**config.mk**
```make
export PLATFORM = sky130hd
export DESIGN_NAME = gic_top
export DESIGN_NICKNAME = d
export VERILOG_FILES = /design/src/logic/gic_pkg.sv /design/src/logic/gic_pin_detect.sv /design/src/logic/gic_top.sv
export SDC_FILE = /design/constraint.sdc
export NUM_CORES = 1
export LEC_CHECK = 0
export ABC_AREA = 1
export BUFFER_PORTS_ARGS = -buffer_cell sky130_fd_sc_hd__buf_2
export CAP_MARGIN = 20
export CORE_MARGIN = 4
export CORE_UTILIZATION = 47
export DETAILED_ROUTE_END_ITERATION = 6
export GPL_ROUTABILITY_DRIVEN = 0
export GPL_TIMING_DRIVEN = 0
export SLEW_MARGIN = 15
export SYNTH_ARGS = -nofsm -noshare
export SYNTH_HDL_FRONTEND = slang
export SYNTH_HIERARCHICAL = 1
export SYNTH_SLANG_ARGS = --single-unit
```
**constraint.sdc**
```tcl
create_clock -name CLK_SYS -period 50.4 [get_ports CLK_SYS]
set_input_delay 10.08 -clock CLK_SYS [delete_from_list [all_inputs] [get_ports CLK_SYS]]
set_output_delay 10.08 -clock CLK_SYS [all_outputs]
set_load 0.02 [all_outputs]
```
**src/logic/gic_pkg.sv**
```systemverilog
package gic_pkg;

    // Register map (byte addresses)
    localparam logic [31:0] GIC_BASE_ADDR     = 32'hd400_0000;
    localparam logic [31:0] GIC_ACCEPT_ADDR   = 32'hd400_0100;
    localparam logic [31:0] GIC_TRIG_ADDR     = 32'hd400_0200;
    localparam int          GIC_GROUP_STRIDE  = 4;

    // Group numbering
    localparam int          GIC_FIRST_GROUP   = 2;
    localparam int          GIC_LAST_GROUP    = 41;
    localparam int          GIC_FIRST_EXT     = 34;
    localparam int          GIC_NUM_PERIPH    = 32;
    localparam int          GIC_NUM_PINS      = 8;

    // Group control register fields
    localparam int          GIC_ACTIVE_BIT    = 0;
    localparam int          GIC_REQUEST_BIT   = 4;
    localparam int          GIC_ENABLE_BIT    = 8;
    localparam int          GIC_PRIO_LSB      = 12;
    localparam int          GIC_PRIO_MSB      = 14;

    // Accepted group register field
    localparam int          GIC_GN_LSB        = 2;
    localparam int          GIC_GN_MSB        = 7;

    // Trigger select field width per pin
    localparam int          GIC_TRIG_W        = 2;

    // Reset values
    localparam logic [2:0]  GIC_PRIO_RST      = 3'h0;
    localparam logic [5:0]  GIC_GN_RST        = 6'h00;
    localparam logic [15:0] GIC_TRIG_RST      = 16'h0000;

    typedef enum logic [1:0] {
        GIC_TRIG_LOW  = 2'h0,
        GIC_TRIG_HIGH = 2'h1,
        GIC_TRIG_FALL = 2'h2,
        GIC_TRIG_RISE = 2'h3
    } gic_trig_type;

    typedef struct packed {
        logic       irq;
        logic [2:0] level;
        logic       nmi;
    } gic_cpu_req_type;

endpackage

```
**src/logic/gic_pin_detect.sv**
```systemverilog
module gic_pin_detect (
    // Clock and reset
    input  wire logic                  clk,
    input  wire logic                  rst_n,
    // Pin and mode
    input  wire logic                  pin,
    input  wire gic_pkg::gic_trig_type trig,
    // Detection
    output logic                       hit
);
    import gic_pkg::*;

    logic sync1_r;
    logic sync2_r;
    logic prev_r;

    // Two-stage synchroniser, then one more stage for edges
    // Stages reset to the idle high level, so the default low-level
    // trigger sees no false request while the pipeline fills
    always_ff @(posedge clk or negedge rst_n) begin
        if (!rst_n) begin
            sync1_r <= 1'b1;
            sync2_r <= 1'b1;
            prev_r  <= 1'b1;
        end else begin
            sync1_r <= pin;
            sync2_r <= sync1_r;
            prev_r  <= sync2_r;
        end
    end

    always_comb begin
        unique case (trig)
            GIC_TRIG_LOW:  hit = !sync2_r;
            GIC_TRIG_HIGH: hit = sync2_r;
            GIC_TRIG_FALL: hit = prev_r && !sync2_r;
            GIC_TRIG_RISE: hit = !prev_r && sync2_r;
        endcase
    end

endmodule // gic_pin_detect

```
**src/logic/gic_top.sv**
```systemverilog
// Contract
// - Priority in bits 14:12; request only when priority below CPU mask.
// - Enable in bit 8; enabling a pending request raises it immediately.
// - Request flag bit 4 latches source until software clears it.
// - Active flag bit 0 always reads enable AND request.
// - Write pair: active 0 no change; 1/0 clears; 1/1 sets request.
// - Reserved bits read zero and writes to them do nothing.
// - Control registers for groups 2 to 41, one word apart.
// - Accepted register bits 7:2 hold lowest pending group at mask level.
// - A lower pending group updates the accepted register before reading.
// - Pin trigger: 00 low, 01 high, 10 falling, 11 rising.
// - Trigger register packs pin k at bits 2k+1 to 2k.
// - Winning group drives CPU request with its level, number recorded.
// - Arbitration: smallest level value first, then smallest group number.
// - NMI pin, watchdog overflow, bus error go straight to CPU NMI.
// - External pins 0 to 7 feed groups 34 to 41 in order.
//
// Decided for this implementation: register access over APB.
module gic_top (
    // Clock and reset
    input  wire logic                     CLK_SYS,
    input  wire logic                     RST_N,
    // APB slave
    input  wire logic                     PSEL,
    input  wire logic                     PENABLE,
    input  wire logic                     PWRITE,
    input  wire logic [31:0]              PADDR,
    input  wire logic [31:0]              PWDATA,
    input  wire logic [3:0]               PSTRB,
    output logic                          PREADY,
    output logic [31:0]                   PRDATA,
    output logic                          PSLVERR,
    // Interrupt sources
    input  wire logic [31:0]              PERIPH_IRQ,
    input  wire logic [7:0]               EXT_IRQ,
    input  wire logic                     NMI_PIN_N,
    input  wire logic                     WDT_OVERFLOW,
    input  wire logic                     BUS_ERROR,
    // CPU side
    input  wire logic [2:0]               CPU_MASK_LEVEL,
    output gic_pkg::gic_cpu_req_type      CPU_REQ
);
    import gic_pkg::*;

    logic [2:0]          prio_r    [GIC_FIRST_GROUP:GIC_LAST_GROUP];
    logic                enable_r  [GIC_FIRST_GROUP:GIC_LAST_GROUP];
    logic                request_r [GIC_FIRST_GROUP:GIC_LAST_GROUP];
    logic                active    [GIC_FIRST_GROUP:GIC_LAST_GROUP];
    logic                src_evt   [GIC_FIRST_GROUP:GIC_LAST_GROUP];
    logic [15:0]         trig_r;
    logic [5:0]          accept_r;
    logic [7:0]          pin_hit;
    logic                grp_sel   [GIC_FIRST_GROUP:GIC_LAST_GROUP];
    logic                ctl_hit;
    logic                acc_hit;
    logic                trg_hit;
    logic [5:0]          addr_idx;
    logic                wr_en;
    logic                setup;
    logic [31:0]         rdata_nxt;
    logic                win_any;
    logic [2:0]          win_level;
    logic                acc_any;
    logic [5:0]          acc_num;
    gic_cpu_req_type     cpu_nxt;
    gic_cpu_req_type     cpu_r;

    // Address decode
    assign addr_idx = PADDR[7:2];
    assign ctl_hit  = (PADDR[31:8] == GIC_BASE_ADDR[31:8])
                      && (PADDR[1:0] == 2'h0)
                      && (addr_idx >= 6'(GIC_FIRST_GROUP))
                      && (addr_idx <= 6'(GIC_LAST_GROUP));
    assign acc_hit  = (PADDR == GIC_ACCEPT_ADDR);
    assign trg_hit  = (PADDR == GIC_TRIG_ADDR);
    assign setup    = PSEL && !PENABLE;
    assign wr_en    = PSEL && PENABLE && PWRITE;

    // Zero-wait slave
    assign PREADY   = PSEL && PENABLE;

    // External pin detectors, pin k on group 34+k
    for (genvar k = 0; k < GIC_NUM_PINS; k++) begin : g_pin
        gic_pin_detect u_det (
            .clk   (CLK_SYS),
            .rst_n (RST_N),
            .pin   (EXT_IRQ[k]),
            .trig  (gic_trig_type'(trig_r[GIC_TRIG_W*k +: GIC_TRIG_W])),
            .hit   (pin_hit[k])
        );
    end

    // Per-group source, selection and flags
    for (genvar g = GIC_FIRST_GROUP; g <= GIC_LAST_GROUP; g++) begin : g_grp
        if (g < GIC_FIRST_EXT) begin : g_periph
            assign src_evt[g] = PERIPH_IRQ[g - GIC_FIRST_GROUP];
        end else begin : g_ext
            assign src_evt[g] = pin_hit[g - GIC_FIRST_EXT];
        end

        assign grp_sel[g] = ctl_hit && (addr_idx == 6'(g));
        assign active[g]  = enable_r[g] && request_r[g];

        // Priority and enable in byte 1 (bits 15:8), written under PSTRB[1]
        always_ff @(posedge CLK_SYS or negedge RST_N) begin
            if (!RST_N) begin
                prio_r[g]   <= GIC_PRIO_RST;
                enable_r[g] <= 1'b0;
            end else if (wr_en && grp_sel[g] && PSTRB[1]) begin
                prio_r[g]   <= PWDATA[GIC_PRIO_MSB:GIC_PRIO_LSB];
                enable_r[g] <= PWDATA[GIC_ENABLE_BIT];
            end
        end

        // Request flag: a source event wins over a software clear
        always_ff @(posedge CLK_SYS or negedge RST_N) begin
            if (!RST_N) begin
                request_r[g] <= 1'b0;
            end else if (src_evt[g]) begin
                request_r[g] <= 1'b1;
            end else if (wr_en && grp_sel[g] && PSTRB[0]
                         && PWDATA[GIC_ACTIVE_BIT]) begin
                request_r[g] <= PWDATA[GIC_REQUEST_BIT];
            end
        end
    end

    // Trigger configuration
    always_ff @(posedge CLK_SYS or negedge RST_N) begin
        if (!RST_N) begin
            trig_r <= GIC_TRIG_RST;
        end else if (wr_en && trg_hit) begin
            if (PSTRB[0]) begin
                trig_r[7:0] <= PWDATA[7:0];
            end
            if (PSTRB[1]) begin
                trig_r[15:8] <= PWDATA[15:8];
            end
        end
    end

    // Arbitration over enabled pending groups
    always_comb begin
        win_any   = 1'b0;
        win_level = 3'h0;
        for (int g = GIC_FIRST_GROUP; g <= GIC_LAST_GROUP; g++) begin
            if (active[g] && (prio_r[g] < CPU_MASK_LEVEL)
                && (!win_any || (prio_r[g] < win_level))) begin
                win_any   = 1'b1;
                win_level = prio_r[g];
            end
        end
    end

    // Lowest pending group at the level the CPU mask shows
    always_comb begin
        acc_any = 1'b0;
        acc_num = GIC_GN_RST;
        for (int g = GIC_LAST_GROUP; g >= GIC_FIRST_GROUP; g--) begin
            if (request_r[g] && enable_r[g]
                && (prio_r[g] == CPU_MASK_LEVEL)) begin
                acc_any = 1'b1;
                acc_num = 6'(g);
            end
        end
    end

    always_ff @(posedge CLK_SYS or negedge RST_N) begin
        if (!RST_N) begin
            accept_r <= GIC_GN_RST;
        end else if (acc_any) begin
            accept_r <= acc_num;
        end
    end

    // CPU request, level and NMI
    always_comb begin
        cpu_nxt.irq   = win_any;
        cpu_nxt.level = win_level;
        cpu_nxt.nmi   = !NMI_PIN_N || WDT_OVERFLOW || BUS_ERROR;
    end

    always_ff @(posedge CLK_SYS or negedge RST_N) begin
        if (!RST_N) begin
            cpu_r <= '0;
        end else begin
            cpu_r <= cpu_nxt;
        end
    end

    assign CPU_REQ = cpu_r;

    // Read data captured in the setup cycle; reserved bits are zero
    always_comb begin
        rdata_nxt = 32'h0000_0000;
        for (int g = GIC_FIRST_GROUP; g <= GIC_LAST_GROUP; g++) begin
            if (grp_sel[g]) begin
                rdata_nxt[GIC_PRIO_MSB:GIC_PRIO_LSB] = prio_r[g];
                rdata_nxt[GIC_ENABLE_BIT]  = enable_r[g];
                rdata_nxt[GIC_REQUEST_BIT] = request_r[g];
                rdata_nxt[GIC_ACTIVE_BIT]  = active[g];
            end
        end
        if (acc_hit) begin
            rdata_nxt[GIC_GN_MSB:GIC_GN_LSB] = accept_r;
        end
        if (trg_hit) begin
            rdata_nxt[15:0] = trig_r;
        end
    end

    always_ff @(posedge CLK_SYS or negedge RST_N) begin
        if (!RST_N) begin
            PRDATA <= 32'h0000_0000;
        end else if (setup) begin
            PRDATA <= PWRITE ? 32'h0000_0000 : rdata_nxt;
        end
    end

    // Unmapped addresses and writes to the read-only register
    always_ff @(posedge CLK_SYS or negedge RST_N) begin
        if (!RST_N) begin
            PSLVERR <= 1'b0;
        end else if (setup) begin
            PSLVERR <= !(ctl_hit || trg_hit || (acc_hit && !PWRITE));
        end
    end

endmodule // gic_top

```
==> flow_summary.ini <==
[yosys]
postSynth.asyncResetShare_pct = 100
netlist.area_leader.share_pct = 29.7
synth_seq_cells = 268
synth_area_leaders = dfrtp_1, nand2_1, ha_1, nand3_1, o21ai_0
synthDistinctLibCells = 48
ys_warn_count = 6
yosysSeqAreaShare_pct = 32.8
dominantRegCellSynth = dfrtp_1
synth_cells = 2976
synth_edf_count = 0
syn_area_sq_um = 20600
synth_largest_area_cell = dfrtp_1
syn_avg_cell_area_sq_um = 6.91

[routing]
viasPerCell = 5.48
dr.pass1.iters = 6
final_antenna_net_count = 0
avgRoutedWirePerCell_microns = 17.6
vias = 20700
wirelength_mm = 66.6
remaining_drc_errors = 0
drtIter0Drc = 1537

[timing]
drv_slew = 0
final.min_clock_period_ns = 45.80
relSlewSlack_pct = 27.9
clock.fmax_mhz = 21.8
finClkSkew_ns = 0.0124
fin_ws_ns = 4.60
finalSetupViolations = 0
hold_ws_ns = 0.356
setup_tns_ns = 0
fin_crit_sh_pct = 90.9
worst_slew_pin_slew_ns = 1.08
hold_viol = 0

[die]
core_area_sq_um = 43200
die_area_sq_um = 47200
die_width_microns = 217
die_h_microns = 217
io_pins = 158
initial_core_util_pct = 47.6
rows = 76

[pwr]
leakage_nw = 11.4
totalPowerFinal_mw = 0.495
ir_drop_mv = 0.0244
power_per_cell_area_nw_per_um2 = 21.2

[worst_setup_path]
crit_family = simple AND/OR/NAND/NOR gates
crit_buf_inv = 37
rr_worst_depth = 320
crit_fanout = 21
critPathLaunchType = primary input
critPathCaptureType = flop
crit_path_top_delay_cell = clkbuf_4
path_common_cell = nand2_1
required_ns = 50.88
cpPeakStageDelay_ns = 0.37
rrSetupSlack_ns = 13.96
reg2reg_from = prio_r[119]
crit_arrival_ns = 46.27
r2r_end = CPU_REQ[1]
crit_type = in -> reg

[cells_and_area]
final_area_sq_um = 23300
fillers = 4309
layout-drive-gt1-share_pct = 10.3
fin_nets = 3455
instances_no_fill = 3780
post-route-util_pct = 54.0
syn_to_final_growth_pct = 13.4

[worst_hold_path]
whs_path_depth = 0
hp-start = g_pin[1].u_det/sync1_r
worst_hold_path.endpoint = g_pin[1].u_det/sync2_r
hp-class = reg -> reg

[placement]
dp_hpwl_mm = 52.4
port_buffers = 122
dp.cells = 3713
pre_cts_slack_ns = -0.0493
placedInstanceArea_sq_um = 22100

[grt]
grt_overflow = 0
antenna_found_initial = 2
track_usage_pct = 27.7
grt_pass1_wl_mm = 106
grt_pass1_vias = 19600
grt_max_degree = 94

[clocking]
root_buffer = clkbuf_16
cts_sinks = 268
cts_tree = yes
numCtsBuffers = 31
cts_buffer_depth = 3
insertion_delay_ns = 0.59
clk_pin_slew_ns = 0.07
htreeDepth = 1

[job]
drv_cap = 0

[outcome]
status = finished, final reports clean
==> worst max path at each step <==
stage / from / cells after the start / end
after floorplan: CPU_MASK_LEVEL[2] / 308 / CPU_REQ[1]
after global placement: CPU_MASK_LEVEL[2] / 310 / CPU_REQ[1]
after detailed placement: CPU_MASK_LEVEL[0] / 313 / CPU_REQ[2]
after CTS: CPU_MASK_LEVEL[0] / 311 / CPU_REQ[1]
after global routing: CPU_MASK_LEVEL[2] / 327 / CPU_REQ[1]
final: CPU_MASK_LEVEL[0] / 320 / CPU_REQ[1]
==> routing by layer <==
layer	global-route usage (%)	routed length [microns]	up-vias
met2	43.2	29400	546
li1	-	-	10300
met5	0	0	-
met4	7.57	1900	0
met1	40.7	31500	9751
met3	3.48	3810	91
==> state kept, by name, summed over array words and instances (netlist names) <==
name,cells
PRDATA,16
request_r,40
accept_r,6
prio_r,120
g_pin.u_det/sync1_r,8
g_pin.u_det/prev_r,8
CPU_REQ,5
enable_r,40
trig_r,16
PSLVERR,1
g_pin.u_det/sync2_r,8
==> worst reg2reg max path, delay by kind of cell (launching register included) <==
| family | cells | cell delay [ns] |
|---|---|---|
| DFF | 1 | 0.44 |
| and+or+nand+nor | 201 | 15.59 |
| adders and majority gates | 40 | 10.83 |
| AOI/OAI and AO/OA | 43 | 7.68 |
| buffers and inverters | 36 | 1.79 |
==> kinds of logic (layout without fill, tap and decap cells) <==
| logic type | after synthesis | after routing | synth area share, % |
|---|---|---|---|
| AND/OR/NAND/NOR | 1578 | 1578 | 32.5 |
| multiplexers | 11 | 11 | 0.602 |
| flip-flops | 268 | 268 | 32.8 |
| AO/OA/AOI/OAI | 486 | 486 | 15.1 |
| other | 1 | 17 | 0.0182 |
| adder cells (fa/ha/maj) | 167 | 167 | 10.2 |
| buffers and inverters | 465 | 668 | 8.87 |
==> placed cells by master (no fill, tap or decap), types with 24 or more instances in the layout <==
cell type and n:
nand2_2 49, a211o_1 40, nand4_1 39, inv_1 352, clkbuf_16 31, o21ai_1 32, dfrtp_1 244, o21ai_0 233
nand3_1 298, o211ai_1 40, dfstp_2 24, nand2_1 850, clkinv_1 39, clkbuf_1 54, buf_2 121, nor2_1 279
ha_1 167
==> synth_stat cells (all sizes together) (13+ instances only) <==
| cell type | instances |
|---|---|
| clkbuf | 44 |
| buf | 22 |
| nand4 | 39 |
| ha | 167 |
| o211ai | 40 |
| o2111ai | 19 |
| or2 | 20 |
| inv | 358 |
| nor3 | 20 |
| nand3 | 298 |
| a21oi | 17 |
| o221ai | 13 |
| clkinv | 40 |
| a2111oi | 38 |
| nor2 | 279 |
| a211o | 40 |
| dfrtp | 244 |
| nand2 | 900 |
| dfstp | 24 |
| o21ai | 275 |
| nor4 | 15 |
==> cell type report <==
| type | instances | area [sq um] | area share, % |
|---|---|---|---|
| multi-input combinational | 2258 | 12100 | 52.0 |
| sequential | 268 | 6740 | 28.9 |
| inverter | 399 | 1520 | 6.54 |
| clock buffer | 42 | 857 | 3.68 |
| timing repair buffer | 145 | 811 | 3.48 |
| tap | 585 | 732 | 3.14 |
| buffer | 66 | 308 | 1.32 |
| clock inverter | 16 | 214 | 0.918 |
| antenna | 1 | 2.50 | 0.0107 |
==> report_power, final <==
part	switching, mW	internal, mW
Sequential	0.000979	0.218
Clock	0.0962	0.144
Combinational	0.0259	0.00997
==> timing repair <==
item | 4_1_cts | 5_1_grt
hold buffers | 0 | 0
setup endpoints to repair | 0 | 3
resized for setup | 0 | 54
buffers inserted | 0 | 0
No activity file was read; power rests on OpenSTA's default activity.
